==> config.mk <==
export PLATFORM = sky130hd
export DESIGN_NAME = rsfr_bank
export DESIGN_NICKNAME = d
export VERILOG_FILES = /design/src/rsfr_bank.v
export VERILOG_INCLUDE_DIRS = /design/src /design/src/src
export SDC_FILE = /design/constraint.sdc
export NUM_CORES = 1
export LEC_CHECK = 0
export BUFFER_PORTS_ARGS = -buffer_cell sky130_fd_sc_hd__buf_2
export CORE_UTILIZATION = 25
export DETAILED_ROUTE_END_ITERATION = 8
export SETUP_SLACK_MARGIN = 0.3
export SYNTH_ARGS = -nofsm -noshare
export SYNTH_HDL_FRONTEND = slang
export SYNTH_SLANG_ARGS = --single-unit
==> constraint.sdc <==
create_clock -name clk -period 17.85 [get_ports clk]
set_input_delay 3.57 -clock clk [delete_from_list [all_inputs] [get_ports clk]]
set_output_delay 3.57 -clock clk [all_outputs]
set_load 0.1 [all_outputs]
==> src/rsfr_regs.vh <==
// register offsets, reset values, field positions and timing constants of the sequencing register bank
`ifndef RSFR_REGS_VH
`define RSFR_REGS_VH
// command codes
`define RSFR_CMD_IIN_OC_LIMIT 8'h5b
`define RSFR_CMD_TURN_ON_DELAY 8'h60
`define RSFR_CMD_TURN_ON_RISE 8'h61
`define RSFR_CMD_TURN_OFF_DELAY 8'h64
`define RSFR_CMD_TURN_OFF_FALL 8'h65
`define RSFR_CMD_FAULT_SUMMARY 8'h78
`define RSFR_CMD_PAGE 8'h00
`define RSFR_CMD_APPLY 8'he7
// reset values
`define RSFR_RST_IIN_OC_LIMIT 16'h0032
`define RSFR_RST_TURN_ON_DELAY 16'h0014
`define RSFR_RST_TURN_ON_RISE 16'h01f4
`define RSFR_RST_TURN_OFF_DELAY 16'h0000
`define RSFR_RST_TURN_OFF_FALL 16'h01f4
// fault summary bit positions
`define RSFR_SUM_OFF 6
`define RSFR_SUM_VOUT_OV 5
`define RSFR_SUM_IOUT_OC 4
`define RSFR_SUM_VIN_UV 3
`define RSFR_SUM_TEMP 2
`define RSFR_SUM_COMM 1
`define RSFR_SUM_OTHER 0
// timing: clock period in ns, tick period in ns, delay code unit in ticks
`define RSFR_CLK_PERIOD_NS 40
`define RSFR_TICK_NS 1000
`define RSFR_TICK_CYCLES (`RSFR_TICK_NS / `RSFR_CLK_PERIOD_NS)
`define RSFR_DELAY_UNIT_US 10
`endif

==> src/rsfr_bank.v <==
// command-addressed sequencing and fault register bank with per-output turn-on/off timers
`timescale 1ns/1ps
`include "rsfr_regs.vh"

// Overview of operation
// - global input overcurrent limit, default fifty amperes
// - limit, rise, fall apply only on command
// - host reissues apply after output target change; the bench host never does
// - per-page turn-on delay, ten microsecond units
// - per-page rise time in microseconds
// - per-page turn-off delay, ten microsecond units
// - per-page fall time in microseconds
// - global summary byte covers both outputs
// - bit six set while either output delivers no power
// - bits five, four, three: ov, oc, uv
// - bit two temperature, bit one comm/memory/logic
// - bit zero other change, bit seven zero
module rsfr_bank
(
  // clock and reset
  input wire clk,
  input wire rst,
  // command port: write or read of a command code
  input wire cmd_valid,
  input wire cmd_write,
  input wire [7:0] cmd_code,
  input wire [15:0] cmd_wdata,
  output reg [15:0] cmd_rdata,
  output wire cmd_error,
  // output control and fault inputs; enable, ov and oc carry one bit per output page, the other flags are global
  input wire [1:0] out_enable,
  input wire [1:0] output_overvoltage_flag,
  input wire [1:0] output_overcurrent_flag,
  input wire input_undervoltage_flag,
  input wire temp_fault_flag,
  input wire comm_memory_logic_flag,
  input wire other_status_flag,
  // applied settings and sequencing state
  output reg [15:0] active_iin_oc_limit,
  output wire [1:0] out_ramping_up,
  output wire [1:0] out_ramping_down,
  output wire [1:0] out_power_on
);
  localparam ST_OFF = 3'd0;
  localparam ST_TON_DLY = 3'd1;
  localparam ST_RISE = 3'd2;
  localparam ST_ON = 3'd3;
  localparam ST_TOFF_DLY = 3'd4;
  localparam ST_FALL = 3'd5;
  localparam integer TICK_LAST_INT = `RSFR_TICK_CYCLES - 1;
  localparam integer UNIT_LAST_INT = `RSFR_DELAY_UNIT_US - 1;
  localparam [4:0] TICK_LAST = TICK_LAST_INT[4:0];
  localparam [3:0] UNIT_LAST = UNIT_LAST_INT[3:0];

  // ---------------------------------------------------------------
  // register file
  // ---------------------------------------------------------------
  reg page_q;
  reg [15:0] iin_oc_limit_q;
  // per-page settings gathered page by page for the read mux
  wire [31:0] on_dly_all;
  wire [31:0] on_rise_all;
  wire [31:0] off_dly_all;
  wire [31:0] off_fall_all;
  reg [4:0] tick_cnt_q;
  reg tick_q;
  wire [7:0] fault_summary;
  wire known_code;
  wire wr;
  wire apply;

  assign wr = cmd_valid & cmd_write;
  assign apply = wr & (cmd_code == `RSFR_CMD_APPLY);
  assign known_code = (cmd_code == `RSFR_CMD_PAGE) | (cmd_code == `RSFR_CMD_APPLY) |
    (cmd_code == `RSFR_CMD_IIN_OC_LIMIT) | (cmd_code == `RSFR_CMD_TURN_ON_DELAY) |
    (cmd_code == `RSFR_CMD_TURN_ON_RISE) | (cmd_code == `RSFR_CMD_TURN_OFF_DELAY) |
    (cmd_code == `RSFR_CMD_TURN_OFF_FALL) | (cmd_code == `RSFR_CMD_FAULT_SUMMARY);
  // unknown code, or a write to the read-only summary
  assign cmd_error = cmd_valid & (~known_code | (cmd_write & (cmd_code == `RSFR_CMD_FAULT_SUMMARY)));

  // global registers: page select and input overcurrent limit
  always @(posedge clk or posedge rst)
  begin
    if (rst)
    begin
      page_q <= 1'b0;
      iin_oc_limit_q <= `RSFR_RST_IIN_OC_LIMIT;
      active_iin_oc_limit <= `RSFR_RST_IIN_OC_LIMIT;
    end
    else
    begin
      if (wr && cmd_code == `RSFR_CMD_PAGE)
        page_q <= cmd_wdata[0];
      if (wr && cmd_code == `RSFR_CMD_IIN_OC_LIMIT)
        iin_oc_limit_q <= cmd_wdata;
      if (apply)
        active_iin_oc_limit <= iin_oc_limit_q;
    end
  end

  // 1 us tick from the 25 MHz clock
  always @(posedge clk or posedge rst)
  begin
    if (rst)
    begin
      tick_cnt_q <= 5'h00;
      tick_q <= 1'b0;
    end
    else
    begin
      tick_q <= (tick_cnt_q == TICK_LAST);
      tick_cnt_q <= (tick_cnt_q == TICK_LAST) ? 5'h00 : tick_cnt_q + 5'h01;
    end
  end

  // ---------------------------------------------------------------
  // per-page registers and sequencer
  // ---------------------------------------------------------------
  genvar p;
  generate
    for (p = 0; p < 2; p = p + 1)
    begin : g_page
      reg [15:0] on_dly_q;
      reg [15:0] on_rise_q;
      reg [15:0] off_dly_q;
      reg [15:0] off_fall_q;
      reg [15:0] act_rise_q;
      reg [15:0] act_fall_q;
      reg [2:0] st_q;
      reg [2:0] st_d;
      reg [15:0] cnt_q;
      reg [3:0] unit_q;
      wire sel;
      wire cnt_done;
      wire unit_done;

      assign sel = wr & (page_q == p);
      assign cnt_done = (cnt_q == 16'h0000);
      assign unit_done = (unit_q == 4'h0);
      // publish this page's written settings to the shared read mux
      assign on_dly_all[16*p +: 16] = on_dly_q;
      assign on_rise_all[16*p +: 16] = on_rise_q;
      assign off_dly_all[16*p +: 16] = off_dly_q;
      assign off_fall_all[16*p +: 16] = off_fall_q;

      // paged settings; rise and fall go live only on apply
      always @(posedge clk or posedge rst)
      begin
        if (rst)
        begin
          on_dly_q <= `RSFR_RST_TURN_ON_DELAY;
          on_rise_q <= `RSFR_RST_TURN_ON_RISE;
          off_dly_q <= `RSFR_RST_TURN_OFF_DELAY;
          off_fall_q <= `RSFR_RST_TURN_OFF_FALL;
          act_rise_q <= `RSFR_RST_TURN_ON_RISE;
          act_fall_q <= `RSFR_RST_TURN_OFF_FALL;
        end
        else
        begin
          if (sel && cmd_code == `RSFR_CMD_TURN_ON_DELAY)
            on_dly_q <= cmd_wdata;
          if (sel && cmd_code == `RSFR_CMD_TURN_ON_RISE)
            on_rise_q <= cmd_wdata;
          if (sel && cmd_code == `RSFR_CMD_TURN_OFF_DELAY)
            off_dly_q <= cmd_wdata;
          if (sel && cmd_code == `RSFR_CMD_TURN_OFF_FALL)
            off_fall_q <= cmd_wdata;
          if (apply)
          begin
            act_rise_q <= on_rise_q;
            act_fall_q <= off_fall_q;
          end
        end
      end

      // sequencer next state
      always @*
      begin
        st_d = st_q;
        case (st_q)
          ST_OFF:
          begin
            if (out_enable[p])
              st_d = ST_TON_DLY;
          end
          ST_TON_DLY:
          begin
            if (!out_enable[p])
              st_d = ST_OFF;
            else if (tick_q && unit_done && cnt_done)
              st_d = ST_RISE;
          end
          ST_RISE:
          begin
            if (!out_enable[p])
              st_d = ST_TOFF_DLY;
            else if (tick_q && cnt_done)
              st_d = ST_ON;
          end
          ST_ON:
          begin
            if (!out_enable[p])
              st_d = ST_TOFF_DLY;
          end
          ST_TOFF_DLY:
          begin
            if (out_enable[p])
              st_d = ST_TON_DLY;
            else if (tick_q && unit_done && cnt_done)
              st_d = ST_FALL;
          end
          ST_FALL:
          begin
            if (out_enable[p])
              st_d = ST_TON_DLY;
            else if (tick_q && cnt_done)
              st_d = ST_OFF;
          end
          default: st_d = ST_OFF;
        endcase
      end

      // delay counts codes of 10 ticks, ramps count single ticks
      always @(posedge clk or posedge rst)
      begin
        if (rst)
        begin
          st_q <= ST_OFF;
          cnt_q <= 16'h0000;
          unit_q <= 4'h0;
        end
        else
        begin
          st_q <= st_d;
          if (st_d != st_q)
          begin
            unit_q <= UNIT_LAST;
            case (st_d)
              ST_TON_DLY: cnt_q <= on_dly_q - 16'h0001;
              ST_RISE: cnt_q <= act_rise_q;
              ST_TOFF_DLY: cnt_q <= off_dly_q - 16'h0001;
              ST_FALL: cnt_q <= act_fall_q;
              default: cnt_q <= 16'h0000;
            endcase
            if ((st_d == ST_TON_DLY && on_dly_q == 16'h0000) ||
                (st_d == ST_TOFF_DLY && off_dly_q == 16'h0000))
            begin
              cnt_q <= 16'h0000;
              unit_q <= 4'h0;
            end
          end
          else if (tick_q)
          begin
            if (st_q == ST_RISE || st_q == ST_FALL)
            begin
              if (!cnt_done)
                cnt_q <= cnt_q - 16'h0001;
            end
            else if (unit_done)
            begin
              unit_q <= UNIT_LAST;
              if (!cnt_done)
                cnt_q <= cnt_q - 16'h0001;
            end
            else
              unit_q <= unit_q - 4'h1;
          end
        end
      end

      assign out_ramping_up[p] = (st_q == ST_RISE);
      assign out_ramping_down[p] = (st_q == ST_FALL);
      assign out_power_on[p] = (st_q == ST_RISE) | (st_q == ST_ON) |
        (st_q == ST_TOFF_DLY) | (st_q == ST_FALL);
    end
  endgenerate

  // ---------------------------------------------------------------
  // fault summary and read data
  // ---------------------------------------------------------------
  assign fault_summary[7] = 1'b0;
  assign fault_summary[`RSFR_SUM_OFF] = ~(&out_power_on);
  assign fault_summary[`RSFR_SUM_VOUT_OV] = |output_overvoltage_flag;
  assign fault_summary[`RSFR_SUM_IOUT_OC] = |output_overcurrent_flag;
  assign fault_summary[`RSFR_SUM_VIN_UV] = input_undervoltage_flag;
  assign fault_summary[`RSFR_SUM_TEMP] = temp_fault_flag;
  assign fault_summary[`RSFR_SUM_COMM] = comm_memory_logic_flag;
  assign fault_summary[`RSFR_SUM_OTHER] = other_status_flag;

  // read data registered one cycle after the request
  always @(posedge clk or posedge rst)
  begin
    if (rst)
      cmd_rdata <= 16'h0000;
    else if (cmd_valid && !cmd_write)
    begin
      case (cmd_code)
        `RSFR_CMD_PAGE: cmd_rdata <= {15'h0000, page_q};
        `RSFR_CMD_IIN_OC_LIMIT: cmd_rdata <= iin_oc_limit_q;
        `RSFR_CMD_TURN_ON_DELAY: cmd_rdata <= on_dly_all[16*page_q +: 16];
        `RSFR_CMD_TURN_ON_RISE: cmd_rdata <= on_rise_all[16*page_q +: 16];
        `RSFR_CMD_TURN_OFF_DELAY: cmd_rdata <= off_dly_all[16*page_q +: 16];
        `RSFR_CMD_TURN_OFF_FALL: cmd_rdata <= off_fall_all[16*page_q +: 16];
        `RSFR_CMD_FAULT_SUMMARY: cmd_rdata <= {8'h00, fault_summary};
        default: cmd_rdata <= 16'h0000;
      endcase
    end
  end
endmodule

Word level (Yosys, flattened, before mapping)
Cells that the tools add are included.

Bits in read-only memories: 0. Logic and storage cells: 186. Register bits after elaboration: 293. Bits in latches: 0. Input port bits: 38. Memories: 0. Memory bits (writable): 0.

$mul: 0. $add $sub $neg: 9. Reductions and logical operators: 48. Eq/ne operators: 30. Multiplexer cells: 48. $lt $le $gt $ge: 0. Bitwise gates (word level): 23. Shift-type cells: 4. Div/mod/pow operators: 0.

Operators by type and width (number): $mux W16 (12); $pmux W16 S4 (2); $shiftx A32 B6 Y16 (4); $pmux W16 S7 (1); $logic_not A16 Y1 (6); $sub A16 B1 Y16 const B (6); $mux W3 (20); $eq A8 B7 Y1 const B (6); $mux W4 (10); $pmux W3 S6 (2); $eq A3 B3 Y1 const B (8); $logic_and A1 B1 Y1 (21); $eq A3 B2 Y1 const B (6); $or A1 B1 Y1 (14); $eq A3 B1 Y1 const B (4); $reduce_and A2 Y1 (5); $eq A8 B8 Y1 const B (1); $logic_not A4 Y1 (2); $logic_not A8 Y1 (1); $sub A4 B1 Y4 const B (2); $and A1 B1 Y1 (6); $logic_not A3 Y1 (2); $ne A3 B3 Y1 (2); $reduce_bool A3 Y1 (2); 9 further kinds (17).

Depth between registers and ports, before layout
Word-level depth: 11. Gate-level depth with buffers: 19. Gate-level depth less buffers: 16.

Worst setup path before layout
OpenSTA, ideal clock, no wires.

Path type: input to output. From: in cmd_code[2]. To: out cmd_error. Data arrival time: 5950 ps. Setup slack: 8330 ps. Stages on the path: 6. Cells stage by stage: clkbuf_1 nor4_1 or3_1 nor3_1 a21oi_1 nor2b_1.

Cells in the longest elaborated chain, start to end: 11. Elaborated cells between the ends (all ways): 19. Those cells by class: eq/ne: 7; bitwise: 11; reduce/logical: 1.

RTL lines: from (decl) (RTL line rsfr_bank.v:26) `input wire [7:0] cmd_code,`; $eq A8 B8 Y1 (no source line) / $logic_not A8 Y1 (equally long branches); $or A1 B1 Y1 (7 in series) (RTL line rsfr_bank.v:74) `` assign known_code = (cmd_code == `RSFR_CMD_PAGE) | (cmd_code == `RSFR_CMD_APPLY) | ``; $not A1 Y1 (RTL line rsfr_bank.v:79) `` assign cmd_error = cmd_valid & (~known_code | (cmd_write & (cmd_code == `RSFR_CMD_FAULT_SUMMARY))); ``; $or A1 B1 Y1 (*) (RTL line rsfr_bank.v:79); $and A1 B1 Y1 (*) (RTL line rsfr_bank.v:79); to (decl) (RTL line rsfr_bank.v:29) `output wire cmd_error,`.

Mark *: on every way between the ends. The rest lies on a longest branch, timed or not.

Worst setup path in the final report
Same ends and word-level chain as after synthesis.

==> out/results.txt <==
detailed placement HPWL: 33.2 mm
GRT Total Usage: 14.5%
met3 WL: 3.71 mm
flops & latches, synth: 293
Worst Setup End Kind: primary output
Post-synth EDFFs: 0
Top Metal Used: met4
VDD IR max: 0.0000628 V
RSZ-0062 raised after global routing: no
Die W: 252 um
sequential cell fraction of total power: 44.1%
Syn. warnings: 0
Seq/Total Area, Yosys: 47.3%
met1 wire length: 22.3 mm
Clk Latency, worst-skew pair: 0.54 ns
Mapped Area: 15,700 um2
CTS max path bufs: 3
PortBufs: 76
layout cells sized above 1: 32.2%
worst-margin pin slew: 1.28 ns
run status: finished clean
max frequency: 101 MHz
antenna violations before repair: 1
Final Non-Filler Cells: 2,341
syn_nets: 1,478
clk root buf: clkbuf_16
Syn Area/Cell: 10.9 um2
WP data arrival: 6.30 ns
hold slack: 0.484 ns
# IOs: 77
drt total wl: 47.0 mm
nets: 1,526
first element of the critical path: cmd_code[2]
Gate Count Post-Synth: 1,431
final hold violations: 0
WP data required: 14.28 ns
slew margin rel.: 14.6%
period utilization: 55.3%
row count: 91
commonest non-fill, non-tap cell in the layout: mux2_2
total number of vias: 12,300
global route overflow: 0
# Post-CTS Setup Buffers: 0
Max Cap Violations: 0
worst flop-to-flop path startpoint: g_page[0].cnt_q[0]
clock network power share: 43.6%
most frequent cells in the layout: mux2_2 (252), dfrtp_1 (235), nor2_1 (91)
Pint: 1.18 mW
antenna-violating nets left: 0
Die Height: 252 um
FFs w/ async S/R, synth: 100%
TritonCTS Buffers: 36
Setup Viol. Count Final: 0
Logic pwr share: 12.3%
drt initial violations: 1,053
Lkg Pwr: 8.04 nW
core footprint: 61,800 um2
Hold Startpoint: cmd_rdata[12]
clock-pin slew on the worst setup and hold paths: 0.06 ns
largest net degree at the start of global routing: 98
vias per cell: 5.27
ant diodes: 0
leading register cell type out of synthesis: dfrtp_1
first-pass GRT wire length: 72.6 mm
# resized after CTS: 0
Residual DRC: 0
WL/cell: 20.1 um
worst clock skew: 0.0282 ns
Power, Total: 1.62 mW
Crit Path Max Fanout: 31
Setup TNS: 0 ns
worst hold path class: flip-flop to flip-flop
Final Max Slew Viols: 0
Hold Buf Count CTS: 0
synthesis-to-layout area growth: 15.3%
initial core utilization: 25.3%
DRT Pass-1 Iters: 6
Netlist cell types: 75
Net Sw Frac: 27.0%
critical path class: primary input to primary output
CTS tree: done
PwrDens: 89.8 nW/um2
number of global-route vias before repair: 11,900
Startpoint Class: primary input
fin crit period: 9.87 ns
die area: 63,600 um2
Clock Sink Count: 293
P_sw: 0.437 mW
met2 WL: 19.7 mm
Placer Congestion: 0.889
placed cells: 2,278
H-tree lvl count: 2
Yosys cell counts, types with 14 or more instances:
library cell	instances	area, um2
inv_1	23	86.3
a31oi_1	15	93.8
xor2_1	19	166
nand2b_1	14	87.6
dfstp_2	58	1520
nand2_1	85	319
mux2_2	252	2840
o21ai_0	65	325
dfrtp_1	235	5880
a21oi_1	56	280
nor4_1	21	131
nand3_1	23	115
a222oi_1	28	280
o22ai_1	15	93.8
a22oi_1	23	173
clkbuf_1	68	255
a221oi_1	18	158
nor2_1	91	342
nor3_1	50	250
mux2i_1	17	170
xnor2_1	39	342
power groups by stage:
stage	logic, mW	clock network [mW]	registers, mW
after floorplan	0.146	0	0.717
after global placement	0.191	0	0.724
after detailed placement	0.197	0	0.725
after CTS	0.198	0.722	0.714
after global routing	0.220	0.747	0.718
final	0.199	0.707	0.715
final timing paths:
path                       cells past startpoint  slack (ns)                 endpoint
max                                            7        7.98                cmd_error
min reg2reg                                    2        0.48            cmd_rdata[12]
min                                            2        0.48            cmd_rdata[12]
min in group asynchronous                      2        3.17  g_page[1].off_fall_q[0]
max in group asynchronous                      4       12.71       iin_oc_limit_q[15]
max reg2reg                                   14       12.32       g_page[0].cnt_q[8]
registers in the layout, indices dropped and copies added (netlist names):
register / count
g_page.on_rise_q: 32
tick_q: 1
g_page.st_q: 6
g_page.cnt_q: 32
cmd_rdata: 16
g_page.unit_q: 8
g_page.act_fall_q: 32
g_page.on_dly_q: 32
g_page.act_rise_q: 32
g_page.off_dly_q: 32
active_iin_oc_limit: 16
iin_oc_limit_q: 16
page_q: 1
g_page.off_fall_q: 32
tick_cnt_q: 5
cell type report:
class / count / area, um2
inverters: 24 / 97.6
clock buffers: 56 / 1060
multi-input cells: 1028 / 7850
repair buffers: 96 / 531
clock inverters: 7 / 70.1
well taps: 837 / 1050
fillers: 6378 / 43800
flip-flops and latches: 293 / 7400
logic make-up (layout without fill, tap and decap cells):
kind of cell / count (synthesis) / after routing / synth area share [%]
xor+xnor: 58 / 58 / 3.24
fa+ha+maj: 9 / 9 / 0.719
flops: 293 / 293 / 47.3
compound gates: 320 / 320 / 14.4
buf+inv: 110 / 183 / 2.70
mux: 271 / 271 / 19.5
simple gates: 370 / 370 / 12.1
critical path, stage by stage:
cell      delay [ns]
buf_2           0.39
nor2_1          0.32
nand3b_1        0.11
nor2_1          0.95
a21oi_1         0.30
nor2b_1         0.19
buf_2           0.44
metal layers:
layer,vias to the layer above,GRT usage (%)
met1,6313,21.4
met4,0,4.92
li1,5494,-
met3,69,3.09
met5,-,0
met2,468,20.9
per-stage QoR:
| stage | utilization [%] | instance area (um2) | setup WS [ns] |
|---|---|---|---|
| after floorplan | - | 15700 | 6.29 |
| after global placement | 27.4 | 16900 | 8.21 |
| after detailed placement | 27.4 | 16900 | 8.12 |
| after CTS | 29.2 | 18100 | 8.11 |
| after global routing | 29.2 | 18100 | 7.92 |
| final | 29.2 | 18100 | 7.98 |
Note: power is estimated with default switching activity, not from simulation.
